--- config.mk ---
export PLATFORM = sky130hd
export DESIGN_NAME = acr_control
export DESIGN_NICKNAME = d
export VERILOG_FILES = /design/src/rtl/acr_pkg.sv /design/src/rtl/acr_prescaler.sv /design/src/rtl/acr_control.sv
export VERILOG_INCLUDE_DIRS = /design/src /design/src/rtl
export SDC_FILE = /design/constraint.sdc
export NUM_CORES = 1
export LEC_CHECK = 0
export BUFFER_PORTS_ARGS = -buffer_cell sky130_fd_sc_hd__buf_2
export CAP_MARGIN = 15
export CORE_UTILIZATION = 40
export DETAILED_ROUTE_END_ITERATION = 8
export GPL_TIMING_DRIVEN = 0
export HOLD_SLACK_MARGIN = 0.1
export PLACE_DENSITY_LB_ADDON = 0.05
export SLEW_MARGIN = 20
export SYNTH_ARGS = -nofsm -noshare
export SYNTH_HDL_FRONTEND = slang
export SYNTH_SLANG_ARGS = --single-unit
--- constraint.sdc ---
create_clock -name sys_clk -period 3.6 [get_ports sys_clk]
set_clock_uncertainty 0.1 [all_clocks]
set_input_delay 0.36 -clock sys_clk [delete_from_list [all_inputs] [get_ports sys_clk]]
set_output_delay 0.36 -clock sys_clk [all_outputs]
set_load 0.02 [all_outputs]
--- src/rtl/acr_params.svh ---
// register offsets, field positions, reset values and timing counts
`ifndef ACR_PARAMS_SVH
`define ACR_PARAMS_SVH

// ****************************************************************
// register byte addresses on the bus
// ****************************************************************
`define ACR_OFS_INPUT_SELECT 4'h0
`define ACR_OFS_CONTROL_STATUS 4'h4
`define ACR_OFS_RESULT_LOW 4'h8
`define ACR_OFS_RESULT_HIGH 4'hc

// ****************************************************************
// input select fields
// ****************************************************************
`define ACR_REF_MSB 7
`define ACR_REF_LSB 6
`define ACR_LEFT_ADJ_BIT 5
`define ACR_CHAN_MSB 3
`define ACR_CHAN_LSB 0

// ****************************************************************
// control and status fields
// ****************************************************************
`define ACR_ENABLE_BIT 7
`define ACR_START_BIT 6
`define ACR_FREE_RUN_BIT 5
`define ACR_FLAG_BIT 4
`define ACR_IRQ_EN_BIT 3
`define ACR_PRESC_MSB 2
`define ACR_PRESC_LSB 0

// ****************************************************************
// reset values and cycle counts
// ****************************************************************
`define ACR_INPUT_SELECT_RESET 8'h00
`define ACR_CONTROL_RESET 8'h00
`define ACR_RESULT_RESET 10'h000
`define ACR_FIRST_CONV_CYCLES 5'd25
`define ACR_NORMAL_CONV_CYCLES 5'd13
`define ACR_RESULT_MAX 10'h3ff

`endif

--- src/rtl/acr_pkg.sv ---
// types shared by the converter control block
package acr_pkg;

    // ************************************************************
    // conversion sequencer states
    // ************************************************************
    typedef enum logic [1:0] {
        ACR_IDLE,
        ACR_CONVERT,
        ACR_FINISH
    } acr_state_t;

    typedef logic [9:0] acr_code_t;

endpackage : acr_pkg

--- src/rtl/acr_prescaler.sv ---
// converter clock prescaler: one-cycle tick every divisor system clocks
`timescale 1ns/10ps
`default_nettype none
`include "acr_params.svh"

module acr_prescaler #(
    parameter int CNT_W = 7
) (
    input wire logic sys_clk,
    input wire logic reset,
    input wire logic run,
    input wire logic [2:0] prescaler_select,
    output logic tick
);
    logic [CNT_W-1:0] count_reg;
    logic [CNT_W-1:0] count_next;
    logic [CNT_W-1:0] last_count;
    logic at_last;

    // divisor minus one; codes 0 and 1 both divide by two
    function automatic logic [CNT_W-1:0] last_of(input logic [2:0] code);
        logic [CNT_W-1:0] one;
        one = {{(CNT_W-1){1'b0}}, 1'b1};
        if (code == 3'h0) begin
            last_of = one;
        end else begin
            last_of = (one << code) - one;
        end
    endfunction : last_of

    assign last_count = last_of(prescaler_select);
    assign at_last = (count_reg >= last_count);
    // stopped counter restarts at zero so cycle counts repeat exactly
    assign count_next = (!run || at_last) ? '0 : count_reg + 1'b1;

    // ************************************************************
    // counter and tick
    // ************************************************************
    always_ff @(posedge sys_clk or posedge reset) begin
        if (reset) begin
            count_reg <= '0;
            tick <= 1'b0;
        end else begin
            count_reg <= count_next;
            tick <= run && at_last;
        end
    end

endmodule : acr_prescaler
`default_nettype wire

--- src/rtl/acr_control.sv ---
// converter control, result registers and wishbone slave
//
// Design decisions made here: the placing of the registers and the Wishbone slave port.
`timescale 1ns/10ps
`default_nettype none
`include "acr_params.svh"

// ****************************************************************
// converter control top
// ****************************************************************

// Functional notes
// - result is unsigned 10-bit ratio code
// - result readable once complete flag sets
// - reference select codes drive reference outputs
// - reference and channel latched per conversion
// - channel codes route inputs, bandgap, ground
// - left adjust changes presentation immediately
// - right or left byte packing of result
// - enable powers converter, clearing aborts conversion
// - start bit begins conversions
// - first conversion 25 cycles, others 13
// - start reads one while busy
// - free running converts continuously
// - flag sets when conversion completes
// - irq when flag, enable, global enable
// - flag cleared by vector or writing one
// - prescaler divides system clock by 2..128
// - low byte read locks result until high
// - free running restarts with newly latched settings
module acr_control (
    input wire logic sys_clk,
    input wire logic reset,
    // classic wishbone slave
    input wire logic wb_cyc_i,
    input wire logic wb_stb_i,
    input wire logic wb_we_i,
    input wire logic [3:0] wb_adr_i,
    input wire logic [3:0] wb_sel_i,
    input wire logic [31:0] wb_dat_i,
    output logic [31:0] wb_dat_o,
    output logic wb_ack_o,
    output logic wb_err_o,
    // cpu interrupt side
    input wire logic global_irq_enable,
    input wire logic irq_vector_taken,
    output logic conversion_irq,
    // analog array side
    input wire logic [9:0] array_code,
    output logic array_power,
    output logic array_sample,
    output logic [1:0] reference_select,
    output logic [3:0] channel_select,
    output logic [7:0] channel_route,
    output logic bandgap_route,
    output logic ground_route
);
    import acr_pkg::*;

    // ************************************************************
    // declarations
    // ************************************************************
    acr_state_t state_reg;
    acr_state_t state_next;
    logic [7:0] input_select_reg;
    logic enable_reg;
    logic start_reg;
    logic free_run_reg;
    logic flag_reg;
    logic irq_en_reg;
    logic [2:0] presc_reg;
    acr_code_t result_reg;
    logic lock_reg;
    logic first_reg;
    logic [4:0] cyc_reg;
    logic [4:0] cyc_next;
    logic [1:0] ref_reg;
    logic [3:0] chan_reg;
    logic [7:0] route_reg;
    logic bandgap_reg;
    logic ground_reg;
    logic power_reg;
    logic sample_reg;
    logic irq_reg;
    logic ack_reg;
    logic err_reg;
    logic [31:0] rdata_reg;
    acr_code_t array_sync1_reg;
    acr_code_t array_sync2_reg;
    logic tick;

    // ************************************************************
    // bus decode
    // ************************************************************
    wire logic bus_req;
    wire logic wr_lane0;
    wire logic hit_sel;
    wire logic hit_ctl;
    wire logic hit_lo;
    wire logic hit_hi;
    wire logic mapped;
    wire logic wr_sel;
    wire logic wr_ctl;
    wire logic rd_lo;
    wire logic rd_hi;

    // one access per request; ack drops the cycle after it rises
    assign bus_req = wb_cyc_i && wb_stb_i && !ack_reg && !err_reg;
    assign wr_lane0 = wb_we_i && wb_sel_i[0];
    assign hit_sel = (wb_adr_i == `ACR_OFS_INPUT_SELECT);
    assign hit_ctl = (wb_adr_i == `ACR_OFS_CONTROL_STATUS);
    assign hit_lo = (wb_adr_i == `ACR_OFS_RESULT_LOW);
    assign hit_hi = (wb_adr_i == `ACR_OFS_RESULT_HIGH);
    assign mapped = hit_sel || hit_ctl || hit_lo || hit_hi;
    assign wr_sel = bus_req && hit_sel && wr_lane0;
    assign wr_ctl = bus_req && hit_ctl && wr_lane0;
    assign rd_lo = bus_req && hit_lo && !wb_we_i && wb_sel_i[0];
    assign rd_hi = bus_req && hit_hi && !wb_we_i && wb_sel_i[0];

    // ************************************************************
    // control write decode
    // ************************************************************
    wire logic [7:0] wd;
    wire logic enable_next;
    wire logic start_req;
    wire logic abort;
    wire logic begin_first;
    wire logic done;
    wire logic auto_restart;
    wire logic flag_clear;
    wire logic result_load;

    assign wd = wb_dat_i[7:0];
    assign enable_next = wr_ctl ? wd[`ACR_ENABLE_BIT] : enable_reg;
    // a zero written to start is ignored
    assign start_req = wr_ctl && wd[`ACR_START_BIT] && enable_next;
    assign abort = enable_reg && !enable_next;
    // first conversion after enabling carries initialization
    assign begin_first = first_reg || (wr_ctl && wd[`ACR_ENABLE_BIT]
        && !enable_reg);
    assign done = (state_reg == ACR_FINISH);
    assign auto_restart = done && free_run_reg && enable_next;
    // writing one or vector taken clears; a completing event wins
    assign flag_clear = irq_vector_taken
        || (wr_ctl && wd[`ACR_FLAG_BIT]);
    // new result is dropped while the low byte read holds the lock
    assign result_load = done && !lock_reg && !rd_hi;

    // ************************************************************
    // sequencer
    // ************************************************************
    always_comb begin
        state_next = state_reg;
        cyc_next = cyc_reg;
        unique case (state_reg)
            ACR_IDLE: begin
                if (start_req) begin
                    state_next = ACR_CONVERT;
                    cyc_next = begin_first ? `ACR_FIRST_CONV_CYCLES
                        : `ACR_NORMAL_CONV_CYCLES;
                end
            end
            ACR_CONVERT: begin
                if (tick) begin
                    cyc_next = cyc_reg - 5'd1;
                    if (cyc_reg == 5'd1) begin
                        state_next = ACR_FINISH;
                    end
                end
            end
            ACR_FINISH: begin
                if (auto_restart) begin
                    state_next = ACR_CONVERT;
                    cyc_next = `ACR_NORMAL_CONV_CYCLES;
                end else begin
                    state_next = ACR_IDLE;
                end
            end
        endcase
        if (abort) begin
            state_next = ACR_IDLE;
            cyc_next = 5'd0;
        end
    end

    always_ff @(posedge sys_clk or posedge reset) begin
        if (reset) begin
            state_reg <= ACR_IDLE;
            cyc_reg <= 5'd0;
        end else begin
            state_reg <= state_next;
            cyc_reg <= cyc_next;
        end
    end

    // ************************************************************
    // prescaler, running only while enabled
    // ************************************************************
    acr_prescaler #(
        .CNT_W(7)
    ) u_presc (
        .sys_clk(sys_clk),
        .reset(reset),
        .run(enable_reg && (state_reg == ACR_CONVERT)),
        .prescaler_select(presc_reg),
        .tick(tick)
    );

    // ************************************************************
    // register file
    // ************************************************************
    always_ff @(posedge sys_clk or posedge reset) begin
        if (reset) begin
            input_select_reg <= `ACR_INPUT_SELECT_RESET;
            enable_reg <= 1'b0;
            free_run_reg <= 1'b0;
            irq_en_reg <= 1'b0;
            presc_reg <= 3'h0;
        end else begin
            if (wr_sel) begin
                input_select_reg <= wd;
            end
            if (wr_ctl) begin
                enable_reg <= wd[`ACR_ENABLE_BIT];
                free_run_reg <= wd[`ACR_FREE_RUN_BIT];
                irq_en_reg <= wd[`ACR_IRQ_EN_BIT];
                presc_reg <= wd[`ACR_PRESC_MSB:`ACR_PRESC_LSB];
            end
        end
    end

    // ************************************************************
    // start, flag, first-conversion and lock state
    // ************************************************************
    always_ff @(posedge sys_clk or posedge reset) begin
        if (reset) begin
            start_reg <= 1'b0;
            flag_reg <= 1'b0;
            first_reg <= 1'b0;
            lock_reg <= 1'b0;
        end else begin
            // start reads one exactly while a conversion runs
            start_reg <= (state_next == ACR_CONVERT);
            if (done) begin
                flag_reg <= 1'b1;
            end else if (flag_clear) begin
                flag_reg <= 1'b0;
            end
            if (abort || !enable_next) begin
                first_reg <= 1'b0;
            end else if (wr_ctl && wd[`ACR_ENABLE_BIT] && !enable_reg) begin
                first_reg <= !start_req;
            end else if (start_req) begin
                first_reg <= 1'b0;
            end
            if (rd_hi) begin
                lock_reg <= 1'b0;
            end else if (rd_lo) begin
                lock_reg <= 1'b1;
            end
        end
    end

    // ************************************************************
    // settings latch and analog routing
    // ************************************************************
    // settings captured only when a conversion begins
    wire logic latch_now;
    assign latch_now = (start_req && state_reg == ACR_IDLE)
        || auto_restart;

    always_ff @(posedge sys_clk or posedge reset) begin
        if (reset) begin
            ref_reg <= 2'h0;
            chan_reg <= 4'h0;
            route_reg <= 8'h00;
            bandgap_reg <= 1'b0;
            ground_reg <= 1'b0;
        end else if (latch_now) begin
            ref_reg <= input_select_reg[`ACR_REF_MSB:`ACR_REF_LSB];
            chan_reg <= input_select_reg[`ACR_CHAN_MSB:`ACR_CHAN_LSB];
            // codes 8..13 leave every switch open
            route_reg <= input_select_reg[3] ? 8'h00
                : 8'h01 << input_select_reg[2:0];
            bandgap_reg <= (input_select_reg[3:0] == 4'he);
            ground_reg <= (input_select_reg[3:0] == 4'hf);
        end
    end

    // ************************************************************
    // result capture from the array, two-stage synchronised
    // ************************************************************
    always_ff @(posedge sys_clk or posedge reset) begin
        if (reset) begin
            array_sync1_reg <= `ACR_RESULT_RESET;
            array_sync2_reg <= `ACR_RESULT_RESET;
            result_reg <= `ACR_RESULT_RESET;
        end else begin
            array_sync1_reg <= array_code;
            array_sync2_reg <= array_sync1_reg;
            // code 0 is ground, full scale is reference less one step
            if (result_load) begin
                result_reg <= array_sync2_reg & `ACR_RESULT_MAX;
            end
        end
    end

    // ************************************************************
    // read data: left adjust applies to the stored result at once
    // ************************************************************
    wire logic adj;
    wire logic [7:0] res_lo;
    wire logic [7:0] res_hi;
    wire logic [7:0] ctl_view;
    wire logic [7:0] rd_byte;

    assign adj = input_select_reg[`ACR_LEFT_ADJ_BIT];
    assign res_lo = adj ? {result_reg[1:0], 6'h00} : result_reg[7:0];
    assign res_hi = adj ? result_reg[9:2] : {6'h00, result_reg[9:8]};
    assign ctl_view = {enable_reg, start_reg, free_run_reg, flag_reg,
        irq_en_reg, presc_reg};
    assign rd_byte = hit_sel ? input_select_reg
        : hit_ctl ? ctl_view
        : hit_lo ? res_lo
        : hit_hi ? res_hi : 8'h00;

    // ************************************************************
    // bus answer and outputs, all registered
    // ************************************************************
    always_ff @(posedge sys_clk or posedge reset) begin
        if (reset) begin
            ack_reg <= 1'b0;
            err_reg <= 1'b0;
            rdata_reg <= 32'h0000_0000;
            power_reg <= 1'b0;
            sample_reg <= 1'b0;
            irq_reg <= 1'b0;
        end else begin
            ack_reg <= bus_req && mapped;
            err_reg <= bus_req && !mapped; // unmapped answers with err
            rdata_reg <= {24'h00_0000, rd_byte};
            power_reg <= enable_next;
            sample_reg <= latch_now;
            irq_reg <= flag_reg && irq_en_reg && global_irq_enable;
        end
    end

    assign wb_ack_o = ack_reg;
    assign wb_err_o = err_reg;
    assign wb_dat_o = rdata_reg;
    assign conversion_irq = irq_reg;
    assign array_power = power_reg;
    assign array_sample = sample_reg;
    assign reference_select = ref_reg;
    assign channel_select = chan_reg;
    assign channel_route = route_reg;
    assign bandgap_route = bandgap_reg;
    assign ground_route = ground_reg;

endmodule : acr_control
`default_nettype wire

**Yosys cells after proc, flatten, opt, wreduce, memory -nomap -nowiden**

Index checks and enable logic that the tools add are counted.

- Flip-flop bits (word level): 91
- Output and inout port bits: 53
- Bits of input ports: 57

- Multiplexer cells: 29
- Reductions and logical operators: 56
- Add/sub/neg operators: 3
- Magnitude comparators: 1
- Equality and inequality tests: 12
- Shift-type cells: 2

Operators by type and width:

| kind | count |
|---|---|
| two-way mux 8 bit | 7 |
| logical AND 1 bit | 31 |
| two-way mux 5 bit | 5 |
| equality test 4 bit, second input constant | 4 |
| one-hot mux 5 bit (3 select lines) | 1 |
| two-way mux 7 bit | 2 |
| zero test 1 bit | 10 |
| two-way mux 1 bit | 9 |
| logical OR 1 bit | 8 |
| two-way mux 2 bit | 4 |
| left shift 1 x 3 -> 8 bit, first input constant | 1 |
| adder 7 x 1 -> 7 bit, second input constant | 1 |
| >= comparator 7 bit | 1 |
| left shift 1 x 3 -> 7 bit, first input constant | 1 |
| subtractor 7 x 1 -> 7 bit, second input constant | 1 |
| inequality test 3 x 2 -> 1 bit, second input constant | 2 |
| one-hot mux 2 bit (3 select lines) | 1 |
| equality test 5 x 1 -> 1 bit, second input constant | 1 |
| subtractor 5 x 1 -> 5 bit, second input constant | 1 |
| equality test 2 x 1 -> 1 bit, second input constant | 2 |
| equality test 4 x 3 -> 1 bit, second input constant | 1 |
| zero test 4 bit | 1 |
| nonzero test 2 bit | 2 |
| zero test 3 bit | 1 |
| other kinds (5) | 5 |

**Logic depth before layout (Yosys ltp)**

Gate-level depths: netlist of the first run.

- Depth after elaboration: 12
- Mapped depth: 7
- Depth with buffers taken out: 7

**Hierarchy**

Synthesis of the first run repeated with hierarchy kept, for this count alone.

- Cells, all modules: 376
- Area total of the unflattened synthesis: 4300.4 um^2

Modules (own cells, without submodules):

| module | times used | area each (um^2) | sequential area each (um^2) | cells each |
|---|---|---|---|---|
| acr_control | 1 | 3811.2 | 2077.0 | 326 |
| acr_prescaler | 1 | 489.2 | 200.2 | 50 |

**Least setup slack after synthesis of the first run**

No wires, ideal clock.

- Path type: register to register
- From: register err_reg, in the netlist wb_err_o
- To: register route_reg[0], in the netlist channel_route[0]
- Setup time: 0.125 ns
- Setup slack: 1.363 ns
- Clock period less this slack: 2.237 ns
- Required time: 3.375 ns
- Buffers on the path: 1
- Stages on the path, launching flop included: 7
- Data arrival time: 2.013 ns
- Path through: dfrtp_1 > nand4bb_4 > nor4_4 > nand3_1 > nand3b_4 > buf_2 > mux2_2

- Longest elaborated chain between the ends: 8

RTL lines:

| item | RTL line | source |
|---|---|---|
| start: declaration | acr_control.sv:86 | `logic err_reg;` |
| start signal: assignment | acr_control.sv:340 | `err_reg <= bus_req && !mapped;` |
| zero test 1 bit (*) | acr_control.sv:108 | `assign bus_req = wb_cyc_i && wb_stb_i && !ack_reg && !err_reg;` |
| logical AND 1 bit (*) | acr_control.sv:108 |  |
| logical AND 1 bit (*) (2 in a row) | acr_control.sv:116 | `assign wr_ctl = bus_req && hit_ctl && wr_lane0;` |
| two-way mux 1 bit or logical AND 1 bit (tied branches) | n/a |  |
| logical AND 1 bit | acr_control.sv:136 | `` assign start_req = wr_ctl && wd[`ACR_START_BIT] && enable_next; `` |
| logical AND 1 bit | acr_control.sv:269 | `assign latch_now = (start_req && state_reg == ACR_IDLE)` |
| logical OR 1 bit (*) | acr_control.sv:270 | `\|\| auto_restart;` |
| net latch_now | acr_control.sv:268 | `wire logic latch_now;` |
| end signal: assignment | acr_control.sv:283 | `route_reg <= input_select_reg[3] ? 8'h00` |
| end: declaration | acr_control.sv:79 | `logic [7:0] route_reg;` |

Mark *: on every way through the listed nets, which the timed path passes. The rest lies on a longest branch.
A chain may end at the register's enable or synchronous reset.

**Final worst setup path of the first run**

- From: register err_reg, in the netlist wb_err_o
- To: register route_reg[2], in the netlist channel_route[2]

Same word-level chain as after synthesis.

==> impl_results.md, run 1 <==
* Outcome: finished, final reports clean
* # fillers at 985
* Cells after Synth at 376
* Worst reg2reg startpoint: wb_err_o
* Worst-Skew Late Latency at 0.38 ns
* Worst-path maximum fanout at 10
* Vias in the first global route at 2981
* DR vias/cell at 4.90
* Worst Hold Endpoint: input_select_reg[1]
* Ys Warns at 0
* Setup violations, final at 0
* Crit path required time at approximately 3.8 ns
* Post-CTS Resized at 0
* All-Layer GR Usage at 18.2%
* Final min period at 2.45 ns
* R2r endpoint: channel_route[2]
* Post-synthesis sequential area ratio at between 50% and 60%
* Via count at 3046
* CP Capture Type: flip-flop
* Initial DRC count at roughly 100
* Share of layout cells above drive strength 1 at 30.2%
* ANT nets after route at 0
* Num CTS Buffers at 9
* Maximum vdd drop at roughly 0.00031 V
* Total Nets Final at 550
* Final HPWL DP at 6950 microns
* R2R cell count at 6
* Place WS at approximately 1.1 ns
* First-pass GRT wire length at 15400 microns
* Syn avg cell area at 11.4 sq um
* Wire length per cell at 15.0 microns
* Total gr overflow at 0
* Register clock-pin slew on the reported worst setup and hold paths at 0.10 ns
* FFs w/ async S/R, synth at between 90% and 100%
* Top-area cell type share of the netlist area at 53.0%
* Initial Util at 41.5%
* Slowest stage delay, CP at 0.51 ns
* Post-route setup slack at around 1.2 ns
* Slew Limit Fails at 0
* Area of the multi-input gates at 1810 sq um
* Routability Congestion at 0.823
* CP max stage cell: nor4_4
* Final wirelength at 9360 microns
* Row cnt at 37
* Die Wd at 106 microns
* Netlist area before placement at 4300 sq um
* Area leader, netlist: dfrtp_1
* I/O Buffers at 57
* Die Y at around 110 microns
* Initial antenna violation count at 0
* Hold_ws at 0.134 ns
* Pin count of the biggest net entering global routing at 61
* CP Launch Type: flip-flop
* # diodes at 0
* Register bit total from synthesis at 91
* H-tree Lvls at 3
* Critical path, cell by cell: nand4bb_4, nor4_4, nand3_1, nand3b_4, buf_2, mux2_2
* Min-delay src: wb_dat_i[1]
* Register area at approximately 2300 sq um
* CP bufs+invs at 1
* CP Data Arrival Time at around 2.6 ns
* DIE AREA at between 10000 and 15000 sq um
* Pwr Density at 447 nW/um^2
* I/O pin total at 110
* DRT Pass-1 Iters at 4
* RSZ-0062 raised after global routing: false
* Clock Sinks at between 90 and 100
* R2R Setup Slk at 1.15 ns
* Crit Path Category: reg2reg
* CTS tree: built
* Final Hold Vio Count at 0
* Finished Cell Area at 5220 sq um
* CTS Buffer Depth at 2
* Post-Layout Cell Count at about 620
* CORE AREA at around 10000 sq um
* Placed cell area at 4870 sq um
* Synth area leaders: dfrtp_1 53%, mux2_2 10%, buf_4 4.5%
* Netlist cell types at 57
* Drt drc at 0
* Final worst-path cycle share at 68.0%
* Leak pwr at 2.57 nW
* Max-cap violation count at 0
* CTS Root Buffer Type: clkbuf_8
* CP top delay family: simple AND/OR/NAND/NOR gates
* Placed insts at 593
* Post-synth top flop: dfrtp_1
* Syn-to-layout area delta at 21.4%
* Min-delay worst type: in2reg
* Post-synth EDFFs at 0
* Max Freq at 0.409 GHz
* Hold path depth at 2
==> layout by cell type (no fill, tap or decap), types with 8 or more instances in the layout <==
cell	n
nor3_1	11
a21oi_1	15
nor2_1	21
inv_1	14
clkbuf_1	9
clkbuf_8	9
ha_1	12
o21ai_0	13
mux2_2	38
nand3_1	10
dfrtp_1	91
nand2b_1	8
buf_2	59
dlygate4sd3_1	13
conb_1	24
buf_4	26
nand2_1	22
==> cell type report <==
| cell class | instances | area share (%) |
|---|---|---|
| sequential | 91 | 43.6 |
| multi-input combinational | 256 | 34.7 |
| timing repair buffer | 71 | 8.49 |
| buffer | 37 | 4.58 |
| tap | 136 | 3.26 |
| clock buffer | 9 | 2.37 |
| clock inverter | 7 | 1.77 |
| inverter | 15 | 1.17 |
==> stage by stage <==
stage	power (mW)	TNS [ns]	util, %
after floorplan	1.47	0	-
after global placement	1.58	-30.03	46.7
after detailed placement	1.59	0	47.0
after CTS	2.36	0	50.3
after global routing	2.46	0	50.3
final	2.33	0	50.3
==> layer usage <==
| layer | track usage (%) | vias up | wire length [microns] |
|---|---|---|---|
| li1 | - | 1497 | - |
| met1 | 23.4 | 1463 | 4350 |
| met2 | 29.2 | 76 | 4430 |
| met3 | 5.81 | 10 | 460 |
| met4 | 5.65 | 0 | 114 |
| met5 | 0 | - | 0 |
==> where the power goes <==
group          total (mW)  internal (mW)  leakage, nW  switching (mW)
sequential           1.15           1.09         1.19          0.0607
clock               0.748          0.340        0.109           0.408
combinational       0.434          0.189         1.27           0.245
==> cells in the mapped netlist (all sizes together) (3+ instances only) <==
cell     n
dfrtp   91
mux2    38
buf     28
nand2   22
nor2    21
a21oi   15
inv     15
o21ai   13
ha      12
nor3    11
nand3   10
clkbuf   9
nand2b   8
nand3b   6
nor2b    5
xnor2    5
a211oi   4
a21o     4
and3     4
nor4     4
o22ai    4
and2     3
nand4    3
xor2     3
==> worst max path at each step <==
stage                      from                end  slack, ns  depth (start not counted)
floorplan                 reset        array_power       0.78                          1
global placement          reset         cyc_reg[3]      -0.33                          2
detailed placement  wb_adr_i[1]   channel_route[0]       1.06                          8
CTS                    wb_err_o   channel_route[2]       1.13                          6
global route           wb_err_o  channel_select[0]       1.04                          6
finish                 wb_err_o   channel_route[2]       1.15                          6
==> timing repair <==
action | 4_1_cts | 5_1_grt
buffers inserted | 0 | 0
hold buffers | 13 | 0
endpoints found under the setup margin | 0 | 0
endpoints found under the hold margin | 43 | 0
==> cell families after synthesis <==
| kind of cell | Yosys count | synth area share [%] |
|---|---|---|
| and+or+nand+nor | 112 | 15.3 |
| DFF | 91 | 53.0 |
| AOI/OAI and AO/OA | 60 | 9.26 |
| buffers and inverters | 52 | 6.87 |
| muxes | 40 | 10.4 |
| adders and majority gates | 12 | 3.49 |
| xor gates and xnor gates | 8 | 1.63 |
| other | 1 | 0.0872 |
(Power assumes the default switching activity.)
==> inputs of run 2 (changes only) <==
clock period = 2.1 ns   (was 3.6 ns; I/O delays follow)
==> run 2 against run 1 <==
- flip-flop and latch count unchanged
- die area unchanged
- global-route usage increased by 0.40 points
- cell area increased by 4.0%
- clock power increased by 51%
- sequential power increased by 71%
- wire length increased by 2.3%
- hold slack got worse by 0.027 ns
- utilization increased by 2.0 points
- final cell count increased by 3.1%
- critical path depth decreased by 1
- sequential share of layout area decreased by 1.6 points
- critical path type unchanged
- largest cell class unchanged
==> impl_results.md, run 2 (synthesis results as in run 1) <==
* Maximum vdd drop at 0.000430 V (was 0.000308 V)
* Pin count of the biggest net entering global routing at 36 (was 61)
* CTS tree: built (unchanged)
* Initial Util at 41.5% (unchanged)
* Register clock-pin slew on the reported worst setup and hold paths at 0.09 ns (was 0.10 ns)
* I/O Buffers at 57 (unchanged)
* Drt drc at 0 (unchanged)
* Pwr Density at 719 nW/um^2 (was 447 nW/um^2)
* Worst slew pin tran at 0.669 ns
* Min-delay worst type: in2reg (unchanged)
* CORE AREA at 10400 sq um (unchanged)
* Initial DRC count at 124 (was 99)
* Most frequent cells in the layout: 88 x dfrtp_1, 57 x buf_2, 36 x mux2_2 (was 91 x dfrtp_1, 59 x buf_2, 38 x mux2_2)
* Die Wd at 106 microns (unchanged)
* Leak pwr at 2.65 nW (was 2.57 nW)
* Slowest stage delay, CP at 0.57 ns (was 0.51 ns)
* Final worst-path cycle share at 99.8% (was 68.0%)
* Outcome: finished, final reports clean (unchanged)
* Total power at 3.90 mW (was 2.33 mW)
* CTS Root Buffer Type: clkbuf_8 (unchanged)
* Final wirelength at 9570 microns (was 9360 microns)
* Share of layout cells above drive strength 1 at 33.9% (was 30.2%)
* RSZ-0062 raised after global routing: true (was false)
* Crit path required time at 2.25 ns (was 3.77 ns)
* Place WS at -0.294 ns (was 1.06 ns)
* Setup violations, final at 0 (unchanged)
* Final min period at 2.10 ns (was 2.45 ns)
* Total gr overflow at 0 (unchanged)
* ANT nets after route at 0 (unchanged)
* Wire length per cell at 14.9 microns (was 15.0 microns)
* DIE AREA at 11200 sq um (unchanged)
* All-Layer GR Usage at 18.6% (was 18.2%)
* Vias in the first global route at 3085 (was 2981)
* DRT Pass-1 Iters at 4 (unchanged)
* Final Hold Vio Count at 0 (unchanged)
* Via count at 3208 (was 3046)
* Syn-to-layout area delta at 26.3% (was 21.4%)
* Row cnt at 37 (unchanged)
* Clock Sinks at 91 (unchanged)
* Die Y at 106 microns (unchanged)
* CP Data Arrival Time at 2.24 ns (was 2.61 ns)
* Worst-Skew Late Latency at 0.36 ns (was 0.38 ns)
* Routability Congestion at 0.821 (was 0.823)
* Total Nets Final at 569 (was 550)
* I/O pin total at 110 (unchanged)
* Initial antenna violation count at 0 (unchanged)
* Final HPWL DP at 6860 microns (was 6950 microns)
* DR vias/cell at 5.00 (was 4.90)
* CTS Buffer Depth at 2 (unchanged)
* Max-cap violation count at 0 (unchanged)
* H-tree Lvls at 3 (unchanged)
* Worst-path maximum fanout at 10 (unchanged)
* Max Freq at 0.477 GHz (was 0.409 GHz)
* Normalized max-slew margin at a little under three fifths
* Commonest non-fill, non-tap cell in the layout: dfrtp_1 (unchanged)
* Num CTS Buffers at 9 (unchanged)
* Slew Limit Fails at 0 (unchanged)
* Post-route setup slack at 0.00478 ns (was 1.15 ns)
* First-pass GRT wire length at 16000 microns (was 15400 microns)
* CP max stage cell: or4_4 (was nor4_4)
* CP Launch Type: flip-flop (unchanged)
* Crit Path Category: reg2reg (unchanged)
* # fillers at 966 (was 985)
* CP Capture Type: flip-flop (unchanged)
* Critical path, cell by cell: nand4bb_4, or4_4, nand3b_4, buf_8, mux2_2 (was nand4bb_4, nor4_4, nand3_1, nand3b_4, buf_2, mux2_2)
* # diodes at 0 (unchanged)
[run 2: cell types whose count changed in the layout (fill, tap and decap cells not counted), moves of 3 or more]
cell           before  now
dlygate4sd3_1      13   23
dfrtp_2             0    3
buf_4              26   34
dfrtp_1            91   88
[run 2: cell type report]
type / count / area, sq um / share of cell area [%]
Buffer: 37 / 256 / 4.72
Clock buffer: 10 / 138 / 2.53
Clock inverter: 6 / 45.0 / 0.829
Inverter: 15 / 60.1 / 1.11
Multi-Input combinational cell: 256 / 1860 / 34.3
Sequential cell: 91 / 2280 / 42.0
Tap cell: 136 / 170 / 3.13
Timing Repair Buffer: 90 / 616 / 11.3
[run 2: final timing paths]
kind / depth (start not counted) / from / slack, ns / to
worst max-delay path: 5 / wb_ack_o / 0.005 / channel_route[1]
worst min-delay path: 3 / wb_stb_i / 0.11 / wb_ack_o
worst max register to register: 5 / wb_ack_o / 0.005 / channel_route[1]
worst min register to register: 0 / array_sync1_reg[6] / 0.25 / array_sync2_reg[6]
max in group asynchronous: 4 / reset / 0.93 / presc_reg[1]
min in group asynchronous: 3 / reset / 0.38 / wb_dat_o[6]
[run 2: timing repair]
action / CTS / global route
pin swaps: 3 / 2
endpoints found under the hold margin: 54 / 0
cloned: 0 / 0
setup buffers: 7 / 1
hold buffers: 23 / 0
resized for setup: 8 / 12
endpoints found under the setup margin: 36 / 39
[run 2: power breakdown]
group / leakage [nW] / total, mW / internal [mW] / switching [mW]
clock: 0.0974 / 1.13 / 0.474 / 0.658
combinational: 1.37 / 0.801 / 0.356 / 0.445
sequential: 1.19 / 1.97 / 1.87 / 0.103
total: 2.65 / 3.90 / 2.70 / 1.21
[run 2: routing by layer]
metal	vias up	routed length [microns]	global-route usage [%]
met1	1581	4430	25.4
met5	-	0	0
li1	1532	-	-
met2	85	4580	29.6
met4	0	148	7.14
met3	10	416	3.15
[run 2: critical path, delay by kind of cell, from the launching register on]
family,cells,cell delay [ns]
simple gates,3,0.99
flops,1,0.40
mux,1,0.33
buf+inv,1,0.15
[run 2: stage by stage]
| stage | TNS [ns] | hold slack [ns] | cells | area, sq um | util [%] |
|---|---|---|---|---|---|
| after floorplan | 0 | 0.141 | 399 | 4400 | - |
| after global placement | -4.68 | 0.218 | 592 | 4860 | 46.8 |
| after detailed placement | -4.89 | 0.219 | 594 | 4900 | 47.2 |
| after CTS | 0 | 0.113 | 640 | 5390 | 52.0 |
| after global routing | -0.517 | 0.101 | 641 | 5430 | 52.4 |
| final | 0 | 0.108 | 641 | 5430 | 52.4 |
==> inputs of run 3 (changes only) <==
CORE_UTILIZATION = 30   (was 40)
CTS_CLUSTER_DIAMETER = 40   (was not set)
PLACE_DENSITY = 0.52   (was not set)
PLACE_DENSITY_LB_ADDON = not set   (was 0.05)
==> run 3 against run 2 <==
- the run now ends with negative setup slack left
- critical path depth stayed put
- total power increased by 13%
- clock power is 41% higher
- hold slack better by 0.024 ns
- sequential share of layout area decreased by 2.0 points
- setup slack worse by 0.043 ns
- combinational power grew 4.5%
- critical path type unchanged
- highest routed layer unchanged
==> impl_results.md, run 3 (synthesis results as in run 1) <==
* # diodes at 0 (unchanged)
* Worst-path maximum fanout at 5 (was 10)
* Pin count of the biggest net entering global routing at 36 (unchanged)
* Most frequent cells in the layout: 90 x dfrtp_1, 57 x buf_2, 32 x buf_4 (was 88 x dfrtp_1, 57 x buf_2, 36 x mux2_2)
* First-pass GRT wire length at 16500 microns (was 16000 microns)
* Initial Util at 30.9% (was 41.5%)
* CP Capture Type: flip-flop (unchanged)
* Maximum vdd drop at 0.000513 V (was 0.000430 V)
* Slew Limit Fails at 0 (unchanged)
* P_sw at 1.29 mW (was 1.21 mW)
* Initial antenna violation count at 0 (unchanged)
* Failing checks: negative setup slack
* Share of layout cells above drive strength 1 at 34.8% (was 33.9%)
* Min-delay worst type: in2reg (unchanged)
* CORE AREA at 13900 sq um (was 10400 sq um)
* Setup violations, final at 16 (was 0)
* Leak pwr at 2.73 nW (was 2.65 nW)
* Max Freq at 0.468 GHz (was 0.477 GHz)
* Commonest non-fill, non-tap cell in the layout: dfrtp_1 (unchanged)
* DR vias/cell at 4.68 (was 5.00)
* DRT Pass-1 Iters at 4 (unchanged)
* Final wirelength at 10200 microns (was 9570 microns)
* Drt drc at 0 (unchanged)
* R2R cell count at 5 (unchanged)
* Clock Sinks at 91 (unchanged)
* Int Pwr at 3.11 mW (was 2.70 mW)
* Min-delay src: wb_sel_i[0] (was wb_stb_i)
* Worst reg2reg startpoint: wb_err_o (was wb_ack_o)
* Outcome: finished with violations (was finished, final reports clean)
* Register area at 2280 sq um (about the same)
* CP Data Arrival Time at 2.27 ns (was 2.24 ns)
* Finished Cell Area at 5700 sq um (was 5430 sq um)
* ANT nets after route at 0 (unchanged)
* Crit Path Category: reg2reg (unchanged)
* Via count at 3209 (was 3208)
* Vias in the first global route at 3202 (was 3085)
* CTS Root Buffer Type: clkbuf_16 (was clkbuf_8)
* Normalized max-slew margin at 57.7% (was 55.3%)
* CP top delay family: simple AND/OR/NAND/NOR gates (unchanged)
* All-Layer GR Usage at 14.7% (was 18.6%)
* Num CTS Buffers at 9 (unchanged)
* CTS tree: built (unchanged)
* Row cnt at 43 (was 37)
* DIE AREA at 14800 sq um (was 11200 sq um)
* Slowest stage delay, CP at 0.58 ns (was 0.57 ns)
* I/O pin total at 110 (unchanged)
* Die Wd at 122 microns (was 106 microns)
* Hold path depth at 3 (unchanged)
* Wire length per cell at 14.9 microns (about the same)
* Setup TNS at -0.393 ns (was 0 ns)
* Gate power share at 19.0% (was 20.5%)
* Syn-to-layout area delta at 32.6% (was 26.3%)
* Total Nets Final at 570 (was 569)
* CP bufs+invs at 1 (unchanged)
* Initial DRC count at 131 (was 124)
* Worst slew pin tran at 0.633 ns (was 0.669 ns)
* Crit path required time at 2.24 ns (was 2.25 ns)
* Worst-Skew Late Latency at 0.35 ns (was 0.36 ns)
* # fillers at 1334 (was 966)
* R2R Setup Slk at -0.04 ns (was 0.005 ns)
* Critical path, cell by cell: nand4bb_4, or4_4, nand3b_4, buf_8, mux2_4 (was nand4bb_4, or4_4, nand3b_4, buf_8, mux2_2)
* Final min period at 2.14 ns (was 2.10 ns)
* Final worst-path cycle share at 102% (was 99.8%)
* Worst Hold Endpoint: lock_reg (was wb_ack_o)
* Worst path depth at 5 (unchanged)
* I/O Buffers at 57 (unchanged)
* Pwr Density at 772 nW/um^2 (was 719 nW/um^2)
* Clock power frac at 36.2% (was 29.0%)
* RSZ-0062 raised after global routing: true (unchanged)
* Max-cap violation count at 0 (unchanged)
* Final HPWL DP at 7120 microns (was 6860 microns)
* Routability Congestion at 0.803 (was 0.821)
* H-tree Lvls at 3 (unchanged)
* Area of the multi-input gates at 1930 sq um (was 1860 sq um)
* Sequential share of power at 44.8% (was 50.5%)
* Final Hold Vio Count at 0 (unchanged)
* Total gr overflow at 0 (unchanged)
* Die Y at 122 microns (was 106 microns)
* Post-route setup slack at -0.0378 ns (was 0.00478 ns)
* CP max stage cell: or4_4 (unchanged)
* Sw Ratio at 29.4% (was 30.9%)
* R2r endpoint: channel_select[1] (was channel_route[1])
* CP Launch Type: flip-flop (unchanged)
* Register clock-pin slew on the reported worst setup and hold paths at 0.07 ns (was 0.09 ns)
* Placed cell area at 4950 sq um (was 4900 sq um)
* CTS Buffer Depth at 2 (unchanged)
run 3: cell types whose count changed in the layout (fill, tap and decap cells not counted), sizes merged:
cell,change
dlygate4sd3,-1
buf,+2
run 3: metal layers:
metal / up-vias / track usage, % / part of all wire [%] / wire, microns
met3: 13 / 2.57 / 4.0 / 410
met2: 91 / 24.2 / 48 / 4940
met5: - / 0 / 0 / 0
met4: 0 / 6.64 / 1.9 / 190
li1: 1532 / - / - / -
met1: 1573 / 18.7 / 46 / 4660
run 3: worst register-to-register path: stages, from the launching register on:
cell and delay [ns]:
dfrtp_2 0.41, nand4bb_4 0.29, or4_4 0.58, nand3b_4 0.18
buf_8 0.16, mux2_4 0.30
run 3: how the worst max path moves through the flow:
stage | from | end | slack [ns]
2_1_floorplan | wb_err_o | channel_route[0] | 0.02
3_3_place_gp | wb_adr_i[1] | channel_route[6] | -0.30
3_5_place_dp | wb_adr_i[1] | channel_route[4] | -0.31
4_1_cts | state_reg[0] | channel_select[2] | -0.02
5_1_grt | wb_err_o | channel_select[1] | -0.1
6_report | wb_err_o | channel_select[1] | -0.04
run 3: layout make-up:
cell class	count	area share, %
inverter	15	1.05
clock inverter	6	0.988
clock buffer	10	4.19
buffer	37	4.50
sequential	91	40.0
multi-input combinational	256	33.9
tap	180	3.95
timing repair buffer	91	11.4
run 3: power by group through the flow:
stage | Clock [mW] | Combinational [mW] | Sequential, mW
after floorplan | 0 | 0.538 | 1.98
after global placement | 0 | 0.716 | 2.00
after detailed placement | 0 | 0.726 | 2.01
after CTS | 1.64 | 0.808 | 1.97
after global routing | 1.71 | 0.927 | 1.99
final | 1.59 | 0.837 | 1.97
run 3: per-stage QoR:
stage	total power, mW	cells	hold WS (ns)	util [%]	setup slack (ns)
4_1_cts	4.42	684	0.120	40.0	-0.0213
3_3_place_gp	2.72	636	0.218	35.2	-0.298
3_5_place_dp	2.73	638	0.219	35.5	-0.309
2_1_floorplan	2.52	399	0.141	-	0.0206
6_report	4.40	686	0.132	40.9	-0.0378
5_1_grt	4.63	686	0.138	40.9	-0.0991
run 3: what timing repair did:
item                                    CTS  global route
gates resized for setup                  10            30
endpoints found under the setup margin   32            46
hold buffers                             22             0
cloned                                    1             0
pin swaps                                 4             5
endpoints found under the hold margin    52             0
buffers inserted                          7             2
